<file path="src/design/pgio_pkg.sv">
// package: register map, field layout, reset values and modes of the port g block
package pgio_pkg;
	// register indices on the plain port (no offsets printed)
	localparam logic [2:0] PGIO_OFS_LATCH = 3'h0;
	localparam logic [2:0] PGIO_OFS_PINS = 3'h1;
	localparam logic [2:0] PGIO_OFS_DIR = 3'h2;
	localparam logic [2:0] PGIO_OFS_BUSCFG = 3'h3;
	localparam logic [2:0] PGIO_OFS_MODE = 3'h4;
	// reset values
	localparam logic [6:0] PGIO_LATCH_RST = 7'h00;
	localparam logic [6:0] PGIO_DIR_RST = 7'h00;
	localparam logic [7:0] PGIO_BUSCFG_RST = 8'h00;
	// bus configuration register fields
	localparam int PGIO_CFG_BUS_RELEASE_ENABLE = 0;
	localparam int PGIO_CFG_BREQOE = 1;
	localparam int PGIO_CFG_SELECT4_ENABLE = 2;
	localparam int PGIO_CFG_CS0E = 3;
	localparam int PGIO_CFG_CS1E = 4;
	localparam int PGIO_CFG_CS2E = 5;
	localparam int PGIO_CFG_CS3E = 6;
	// mode register fields
	localparam int PGIO_MODE_EXTERNAL_EXPANSION_ENABLE = 3;
	localparam int PGIO_PIN0 = 0;
	// operating modes
	localparam logic [2:0] PGIO_MODE1 = 3'h1;
	localparam logic [2:0] PGIO_MODE2 = 3'h2;
	localparam logic [2:0] PGIO_MODE4 = 3'h4;
	localparam logic [2:0] PGIO_MODE7 = 3'h7;

	typedef struct packed {
		logic [2:0] addr;
		logic [7:0] wdata;
		logic wr;
		logic rd;
	} pgio_req_s;

	typedef struct packed {
		logic bus_release_enable;
		logic bus_request_out_enable;
		logic select4_enable;
		logic [3:0] select_n_enable;
	} pgio_cfg_s;
endpackage

</file>
<file path="src/design/pgio_port.sv">
// port g: output latch, pin-state read path and bus-control pin multiplexer
//
// Contract
// - latch holds seven read/write bits, reset zero, driven on general output pins
// - latch bit 7 reads zero and ignores writes
// - pin-state register is read only; writes change nothing
// - pin-state bit 7 is undefined; driven as zero here
// - direction 1: pin-state read returns the latch bit
// - direction 0: pin-state read returns the sampled pin level
// - pin 6 is bus request input when release enabled in external modes
// - pin 5 is bus acknowledge output when release enabled in external modes
// - pin 4: request output first, else select four when enabled and direction 1
// - pins 3,2: select on direction 1 in normal area; row strobe in dram area
// - pins 1,0: select when enable and direction both 1, else general io
// - mode 7 without expansion: all pins general io by direction bits
// - pin 0 direction resets 1 in modes 1,2 and 0 in modes 4,7
`timescale 1ns/100ps
`default_nettype none
module pgio_port
	import pgio_pkg::*;
(
	// clock and reset
	input wire logic ref_clk,
	input wire logic rst_b,
	// strap inputs
	input wire logic [2:0] op_mode,
	input wire logic external_expansion_enable,
	// register port
	input wire logic [2:0] reg_addr,
	input wire logic [7:0] reg_wdata,
	input wire logic reg_wr,
	input wire logic reg_rd,
	output logic [7:0] reg_rdata,
	// bus controller side
	input wire logic bus_ack,
	input wire logic bus_request_out,
	input wire logic select_four_req,
	input wire logic [3:0] area_select_req,
	input wire logic [1:0] row_strobe_req,
	input wire logic [1:0] dram_area_type,
	output logic bus_request_in,
	// pins
	input wire logic [6:0] pin_in,
	output logic [6:0] pin_out,
	output logic [6:0] pin_oe_b
);
	pgio_req_s req;
	logic [6:0] port_output_latch_q;
	logic [6:0] port_direction_bits_q;
	pgio_cfg_s cfg_q;
	logic [6:0] pin_meta_q;
	logic [6:0] pin_sync_q;
	logic [2:0] mode_q;
	logic external_expansion_enable_q;
	logic strap_done_q;
	logic ext_bus;
	logic release_on;
	logic [6:0] func_drive;
	logic [6:0] func_val;
	logic [6:0] gpio_mask;
	logic [6:0] pin_out_d;
	logic [6:0] oe_b_d;
	logic [6:0] pin_state;

	assign req = '{addr: reg_addr, wdata: reg_wdata, wr: reg_wr, rd: reg_rd};

	function automatic logic is_ext(input logic [2:0] m, input logic e);
		is_ext = (m == PGIO_MODE1) || (m == PGIO_MODE2) || (m == PGIO_MODE4) ||
			((m == PGIO_MODE7) && e);
	endfunction

	// ==========================================================
	// strap capture after reset release
	always_ff @(posedge ref_clk or negedge rst_b) begin
		if (!rst_b) begin
			mode_q <= PGIO_MODE7;
			external_expansion_enable_q <= 1'b0;
			strap_done_q <= 1'b0;
		end else if (!strap_done_q) begin
			mode_q <= op_mode;
			external_expansion_enable_q <= external_expansion_enable;
			strap_done_q <= 1'b1;
		end
	end

	// ==========================================================
	// pin synchroniser
	always_ff @(posedge ref_clk or negedge rst_b) begin
		if (!rst_b) begin
			pin_meta_q <= 7'h00;
			pin_sync_q <= 7'h00;
		end else begin
			pin_meta_q <= pin_in;
			pin_sync_q <= pin_meta_q;
		end
	end

	// ==========================================================
	// registers
	always_ff @(posedge ref_clk or negedge rst_b) begin
		if (!rst_b) begin
			port_output_latch_q <= PGIO_LATCH_RST;
		end else if (req.wr && req.addr == PGIO_OFS_LATCH) begin
			port_output_latch_q <= req.wdata[6:0];
		end
	end

	always_ff @(posedge ref_clk or negedge rst_b) begin
		if (!rst_b) begin
			port_direction_bits_q <= PGIO_DIR_RST;
		end else if (!strap_done_q) begin
			// pin 0 direction depends on the captured mode
			port_direction_bits_q[PGIO_PIN0] <= (op_mode == PGIO_MODE1) ||
				(op_mode == PGIO_MODE2);
		end else if (req.wr && req.addr == PGIO_OFS_DIR) begin
			port_direction_bits_q <= req.wdata[6:0];
		end
	end

	always_ff @(posedge ref_clk or negedge rst_b) begin
		if (!rst_b) begin
			cfg_q <= pgio_cfg_s'(PGIO_BUSCFG_RST[6:0]);
		end else if (req.wr && req.addr == PGIO_OFS_BUSCFG) begin
			cfg_q.bus_release_enable <= req.wdata[PGIO_CFG_BUS_RELEASE_ENABLE];
			cfg_q.bus_request_out_enable <= req.wdata[PGIO_CFG_BREQOE];
			cfg_q.select4_enable <= req.wdata[PGIO_CFG_SELECT4_ENABLE];
			cfg_q.select_n_enable <= req.wdata[PGIO_CFG_CS3E:PGIO_CFG_CS0E];
		end
	end

	// ==========================================================
	// pin-state view and read port
	genvar gi;
	generate
		for (gi = 0; gi < 7; gi++) begin : g_state
			assign pin_state[gi] = port_direction_bits_q[gi] ? port_output_latch_q[gi]
				: pin_sync_q[gi];
		end
	endgenerate

	always_ff @(posedge ref_clk or negedge rst_b) begin
		if (!rst_b) begin
			reg_rdata <= 8'h00;
		end else if (req.rd) begin
			case (req.addr)
				PGIO_OFS_LATCH: reg_rdata <= {1'b0, port_output_latch_q};
				PGIO_OFS_PINS: reg_rdata <= {1'b0, pin_state};
				PGIO_OFS_DIR: reg_rdata <= {1'b0, port_direction_bits_q};
				PGIO_OFS_BUSCFG: reg_rdata <= {1'b0, cfg_q.select_n_enable,
					cfg_q.select4_enable, cfg_q.bus_request_out_enable,
					cfg_q.bus_release_enable};
				PGIO_OFS_MODE: reg_rdata <= {4'h0, external_expansion_enable_q, mode_q};
				default: reg_rdata <= 8'h00;
			endcase
		end else begin
			reg_rdata <= 8'h00;
		end
	end

	// ==========================================================
	// function multiplexer
	assign ext_bus = is_ext(mode_q, external_expansion_enable_q);
	assign release_on = ext_bus && cfg_q.bus_release_enable;

	always_comb begin
		func_drive = 7'h00;
		func_val = 7'h00;
		gpio_mask = 7'h7F;
		// pin 6: request input, never driven
		if (release_on) begin
			gpio_mask[6] = 1'b0;
		end
		if (release_on) begin
			gpio_mask[5] = 1'b0;
			func_drive[5] = 1'b1;
			func_val[5] = bus_ack;
		end
		if (ext_bus) begin
			if (release_on && cfg_q.bus_request_out_enable) begin
				gpio_mask[4] = 1'b0;
				func_drive[4] = 1'b1;
				func_val[4] = bus_request_out;
			end else if (cfg_q.select4_enable) begin
				gpio_mask[4] = 1'b0;
				func_drive[4] = port_direction_bits_q[4];
				func_val[4] = select_four_req;
			end
			for (int i = 2; i < 4; i++) begin
				if (cfg_q.select_n_enable[i]) begin
					gpio_mask[i] = 1'b0;
					if (dram_area_type[i-2]) begin
						func_drive[i] = 1'b1;
						func_val[i] = row_strobe_req[i-2];
					end else begin
						func_drive[i] = port_direction_bits_q[i];
						func_val[i] = area_select_req[i];
					end
				end
			end
			for (int i = 0; i < 2; i++) begin
				if (cfg_q.select_n_enable[i]) begin
					gpio_mask[i] = 1'b0;
					func_drive[i] = port_direction_bits_q[i];
					func_val[i] = area_select_req[i];
				end
			end
		end
	end

	generate
		for (gi = 0; gi < 7; gi++) begin : g_pin
			assign pin_out_d[gi] = gpio_mask[gi] ? port_output_latch_q[gi] : func_val[gi];
			assign oe_b_d[gi] = gpio_mask[gi] ? ~port_direction_bits_q[gi]
				: ~func_drive[gi];
		end
	endgenerate

	always_ff @(posedge ref_clk or negedge rst_b) begin
		if (!rst_b) begin
			pin_out <= 7'h00;
			pin_oe_b <= 7'h7F;
			bus_request_in <= 1'b1;
		end else begin
			pin_out <= pin_out_d;
			pin_oe_b <= oe_b_d;
			bus_request_in <= release_on ? pin_sync_q[6] : 1'b1;
		end
	end
endmodule
`default_nettype wire
</file>
<file path="config.mk">
export PLATFORM = sky130hd
export DESIGN_NAME = pgio_port
export DESIGN_NICKNAME = d
export VERILOG_FILES = /design/src/design/pgio_pkg.sv /design/src/design/pgio_port.sv
export SDC_FILE = /design/constraint.sdc
export NUM_CORES = 1
export LEC_CHECK = 0
export CAP_MARGIN = 20
export CORE_MARGIN = 2
export CORE_UTILIZATION = 61
export CTS_BUF_LIST = sky130_fd_sc_hd__clkbuf_4 sky130_fd_sc_hd__clkbuf_8 sky130_fd_sc_hd__clkbuf_16
export CTS_CLUSTER_DIAMETER = 200
export DETAILED_ROUTE_END_ITERATION = 16
export DONT_BUFFER_PORTS = 1
export PLACE_DENSITY = 0.77
export REMOVE_ABC_BUFFERS = 1
export SETUP_SLACK_MARGIN = 0.15
export SYNTH_ARGS = -nofsm -noshare
export SYNTH_HDL_FRONTEND = slang
export SYNTH_SLANG_ARGS = --single-unit
</file>
<file path="constraint.sdc">
create_clock -name ref_clk -period 2.2 [get_ports ref_clk]
set_input_delay 0.66 -clock ref_clk [delete_from_list [all_inputs] [get_ports ref_clk]]
set_output_delay 0.66 -clock ref_clk [all_outputs]
set_load 0.05 [all_outputs]
</file>
### Word level (Yosys, flattened, before mapping)

Index checks and enable logic that the tools add are counted.

* output and inout port bits: 23
* bits in registers: 63

* mux-type cells: 52
* bitwise gates (word level): 13
* equal/unequal tests: 11
* reduce and logical (&&, ||, !) cells: 12

Operator list (number)
* $mux 1: 47
* $pmux 7 s5: 1
* $mux 5: 3
* $not 1->1: 13
* $eq 3x2->1 const B: 4
* $eq 3x1->1 const B: 3
* $eq 3x3->1 const B: 3
* $mux 8: 1
* $logic_and 1x1->1: 6
* $logic_or 1x1->1: 4
* $logic_not 3->1: 1
* $ne 2x1->1 const B: 1
* $reduce_and 2->1: 1

### Longest topological paths before layout

* depth in word-level cells: 10
* mapped depth: 6
* gate-level depth less buffers: 4

### Least setup slack after synthesis

No wires, ideal clock.

* path kind: input to register
* from: input port reg_addr[0]
* to: register port_output_latch_q[1]
* required time: 2.075 ns
* slack: 0.490 ns
* data arrival time: 1.586 ns
* cell stages on the path: 3
* path through: buf_6 nor4b_4 mux2_2

* longest elaborated chain between the ends: 2

Ends and longest elaborated chain
* start, declared: RTL line pgio_port.sv:29 `input wire logic [2:0] reg_addr,`
* $logic_not 3->1: RTL line pgio_port.sv:103 `end else if (req.wr && req.addr == PGIO_OFS_LATCH) begin`
* $logic_and 1x1->1: RTL line pgio_port.sv:103
* end signal, assigned: RTL line pgio_port.sv:104 `port_output_latch_q <= req.wdata[6:0];`
* end, declared: RTL line pgio_port.sv:48 `logic [6:0] port_output_latch_q;`

No other way between the ends.
A chain may end at the register's enable or synchronous reset.

### Worst setup path in the final report

* from: register mode_q[0]
* to: register pin_out[5]

* longest elaborated chain between the ends: 6
* elaborated cells between the ends (all ways): 10
* those cells by class: eq/ne (4); mux (1); reduce/logical (5)

Ends and longest elaborated chain
* start, declared: RTL line pgio_port.sv:53 `logic [2:0] mode_q;`
* start signal, assigned: RTL line pgio_port.sv:80 `mode_q <= op_mode;`
* $eq 3x1->1 / $eq 3x2->1 (equally long branches): RTL line pgio_port.sv:68 `is_ext = (m == PGIO_MODE1) || (m == PGIO_MODE2) || (m == PGIO_MODE4) ||`
* $logic_or 1x1->1 (2 in a row): RTL line pgio_port.sv:68
* $logic_or 1x1->1 (*): RTL line pgio_port.sv:68
* $logic_and 1x1->1 (*): RTL line pgio_port.sv:163 `assign release_on = ext_bus && cfg_q.bus_release_enable;`
* $mux 1 (*): RTL line pgio_port.sv:212 `assign pin_out_d[gi] = gpio_mask[gi] ? port_output_latch_q[gi] : func_val[gi];`
* via pin_out_d[5]: RTL line pgio_port.sv:61 `logic [6:0] pin_out_d;`
* end signal, assigned: RTL line pgio_port.sv:224 `pin_out <= pin_out_d;`
* end, declared: RTL line pgio_port.sv:44 `output logic [6:0] pin_out,`

Mark *: on every way through the listed nets, which the timed path passes. The rest lies on a longest branch.

==> out/metrics.yaml <==
worst-setup-path-type: "register to register"
synth_area_um2: 2590
asyncSetResetFlopFracSynth: 1.00
yosys.area.top_type_share: 0.492
ys_warns: 0
buffer_ports.inserted: 0
power-per-cell-area_nw_per_um2: 1120
drtPass1Iterations: 5
ys_seq_area_frac: 0.604
rsz_0062_raised_after_global_routing: "false"
clk_network_pwr_share: 0.331
worst_pin_slew_ps: 619
stdcell_area_um2: 2870
vias_in_the_first_global_route: 1660
dr_total_vias: 1622
preCtsSetupSlack_ps: 424
netSwitchingFraction: 0.310
critical_path.max_fanout: 6
drtAntennaViolNets: 0
grt_max_degree: 57
global_route.usage.total: 0.235
switching_power_summed_over_all_nets_mw: 0.997
initial_utilization: 0.639
crit_path_end_kind: "register"
intPower_mw: 2.22
comb_power_share: 0.115
hpwlAfterDp_um: 3510
num_io_pins: 60
violation_count_after_the_first_detailed_routing_iteration: 107
most_frequent_cells_in_the_layout: "sky130_fd_sc_hd__dfrtp_1, sky130_fd_sc_hd__mux2_2, sky130_fd_sc_hd__clkbuf_8"
tritoncts_clock_tree: "yes"
synth_edf_count: 0
ys_dominant_reg_cell: "sky130_fd_sc_hd__dfrtp_1"
average_via_count_per_standard_cell: 6.19
synth.largest_area_cell: "sky130_fd_sc_hd__dfrtp_1"
mostFrequentLayoutCell: "sky130_fd_sc_hd__dfrtp_1"
die_area_um2: 4790
layout-drive-gt1-share: 0.297
worstHoldPathType: "primary input to async pin"
yosys.cell_types.count: 42
largest_cells_by_area_after_synthesis: "sky130_fd_sc_hd__dfrtp_1, sky130_fd_sc_hd__mux2_2, sky130_fd_sc_hd__dfstp_2, sky130_fd_sc_hd__mux2i_1, sky130_fd_sc_hd__o21ai_0"
setup_total_negative_slack_ps: 0
arrival_ps: 1920
grt_pass1_wl_um: 8360
final-setup-viol-count: 0
ctsLongestPathBuffers: 2
mean_instance_size_in_the_synthesized_netlist_um2: 12.8
core_area_um2: 4060
post-route-worst-setup-slack_ps: 505
placementRows: 23
cts_made_buffers: 9
diodes: 0
root_buffer: "sky130_fd_sc_hd__clkbuf_8"
resize_count_post_cts: 0
finalHoldViolations: 0
clock-sinks: 62
gp_routability_congestion: 0.929
synth-seq-cells: 62
period_share: 0.770
critPathRequiredTime_ps: 2430
die_y_um: 69.2
leakage_nw: 1.23
netlist_instances: 202
area_delta_synth_final_pct: 10.7
drcViolationCount: 0
p_seq_frac: 0.554
antenna_found_initial: 0
clock.fmax_mhz: 590
die_x_um: 69.2
status: "finished clean"
final_net_count: 244
worst_setup_skew_after_layout_ps: 7.31
grt.overflow.total: 0
drv_slew: 0
vdd.ir_drop.worst_mv: 0.726
worst_slew_margin: 0.585
postPlaceCellArea_um2: 2610
post-route-min-period_ps: 1700
cap_violations: 0
worst_setup_path_start_kind: "register"
skew_pair_late_insertion_delay_ps: 340
clk_transition_reported_paths_ps: 70
finalPower_mw: 3.22
wl_um: 5180
h_tree_levels: 3
avgRoutedWirePerCell_um: 19.8
-- cells in the mapped netlist (2+ instances only) --
cell type and n:
sky130_fd_sc_hd__buf_2 4, sky130_fd_sc_hd__mux2_2 27, sky130_fd_sc_hd__dfrtp_1 51, sky130_fd_sc_hd__nor3_1 2, sky130_fd_sc_hd__dfstp_2 11, sky130_fd_sc_hd__o31ai_1 4
sky130_fd_sc_hd__mux2i_1 6, sky130_fd_sc_hd__mux2_4 2, sky130_fd_sc_hd__conb_1 2, sky130_fd_sc_hd__nor3b_1 2, sky130_fd_sc_hd__or3_1 2, sky130_fd_sc_hd__inv_1 4
sky130_fd_sc_hd__o21ai_0 12, sky130_fd_sc_hd__nor2b_1 3, sky130_fd_sc_hd__clkbuf_1 2, sky130_fd_sc_hd__nor2_1 7, sky130_fd_sc_hd__nand2b_1 6, sky130_fd_sc_hd__nand2_1 11
sky130_fd_sc_hd__a31oi_1 8, sky130_fd_sc_hd__a21oi_1 11, sky130_fd_sc_hd__nand3b_1 2, sky130_fd_sc_hd__a221oi_1 2, sky130_fd_sc_hd__a32o_1 2
-- layout make-up --
class,instances,area [µm²]
flip-flops and latches,62,1570
clock inverters,2,37.5
clock buffers,14,186
inverters,4,15.0
repair buffers,2,37.5
well taps,50,62.6
multi-input cells,128,966
fillers,290,1190
-- sequential cells by signal (all words and copies together) (netlist names) --
name / cells
cfg_q: 7
pin_meta_q: 7
pin_oe_b: 7
pin_out: 7
pin_sync_q: 7
port_direction_bits_q: 7
port_output_latch_q: 7
reg_rdata: 7
mode_q: 3
bus_request_in: 1
external_expansion_enable_q: 1
strap_done_q: 1
-- critical path, stage by stage, from the launching register on --
cell                      delay, ps
sky130_fd_sc_hd__dfstp_2        590
sky130_fd_sc_hd__xor2_1         230
sky130_fd_sc_hd__o21ai_0        190
sky130_fd_sc_hd__nor2_1         210
sky130_fd_sc_hd__mux2_2         350
-- per-layer routing --
| layer | part of all wire | vias up | routed length [µm] | track usage |
|---|---|---|---|---|
| li1 | - | 726 | - | - |
| met1 | 0.38 | 811 | 1990 | 0.280 |
| met2 | 0.51 | 76 | 2630 | 0.373 |
| met3 | 0.095 | 9 | 490 | 0.102 |
| met4 | 0.013 | 0 | 69 | 0.102 |
| met5 | 0 | - | 0 | 0 |
-- logic make-up after synthesis --
logic type | after synthesis | share of synthesized area
buffers and inverters | 12 | 0.0236
and+or+nand+nor | 45 | 0.106
muxes | 35 | 0.152
DFF | 62 | 0.604
xor gates and xnor gates | 2 | 0.00676
AOI/OAI and AO/OA | 44 | 0.105
other | 2 | 0.00290
-- final timing paths --
path                                         start                                  to  slack, ps  cells past startpoint
max                          mode_q[0]$_DFFE_PN1N_                pin_out[5]$_DFF_PN0_        500                      4
min                                          rst_b               pin_oe_b[0]$_DFF_PN1_        160                      0
max reg2reg                  mode_q[0]$_DFFE_PN1N_                pin_out[5]$_DFF_PN0_        500                      4
min reg2reg                pin_meta_q[4]$_DFF_PN0_             pin_sync_q[4]$_DFF_PN0_        350                      0
max in group asynchronous                    rst_b  port_output_latch_q[3]$_DFFE_PN0P_       1310                      1
min in group ref_clk                     pin_in[3]             pin_meta_q[3]$_DFF_PN0_        340                      0
-- power by group through the flow --
stage               clock (mW)  sequential, mW  combinational (mW)
CTS                       1.08            1.78               0.351
global placement             0            1.79               0.327
global route              1.14            1.81               0.411
finish                    1.06            1.78               0.371
detailed placement           0            1.80               0.342
floorplan                    0            1.76               0.288
-- metrics by stage --
step                      hold slack, ps  instances   util
after floorplan                      331        194      -
after CTS                          0.578        261  0.701
after global routing                 131        262  0.707
after global placement               332        244  0.643
final                                156        262  0.707
after detailed placement             340        244  0.643
-- repair_timing --
action	4_1_cts	5_1_grt
setup buffers	0	0
endpoints found under the hold margin	7	44
hold buffers	1	1
Note: power is estimated with default switching activity, not from simulation.
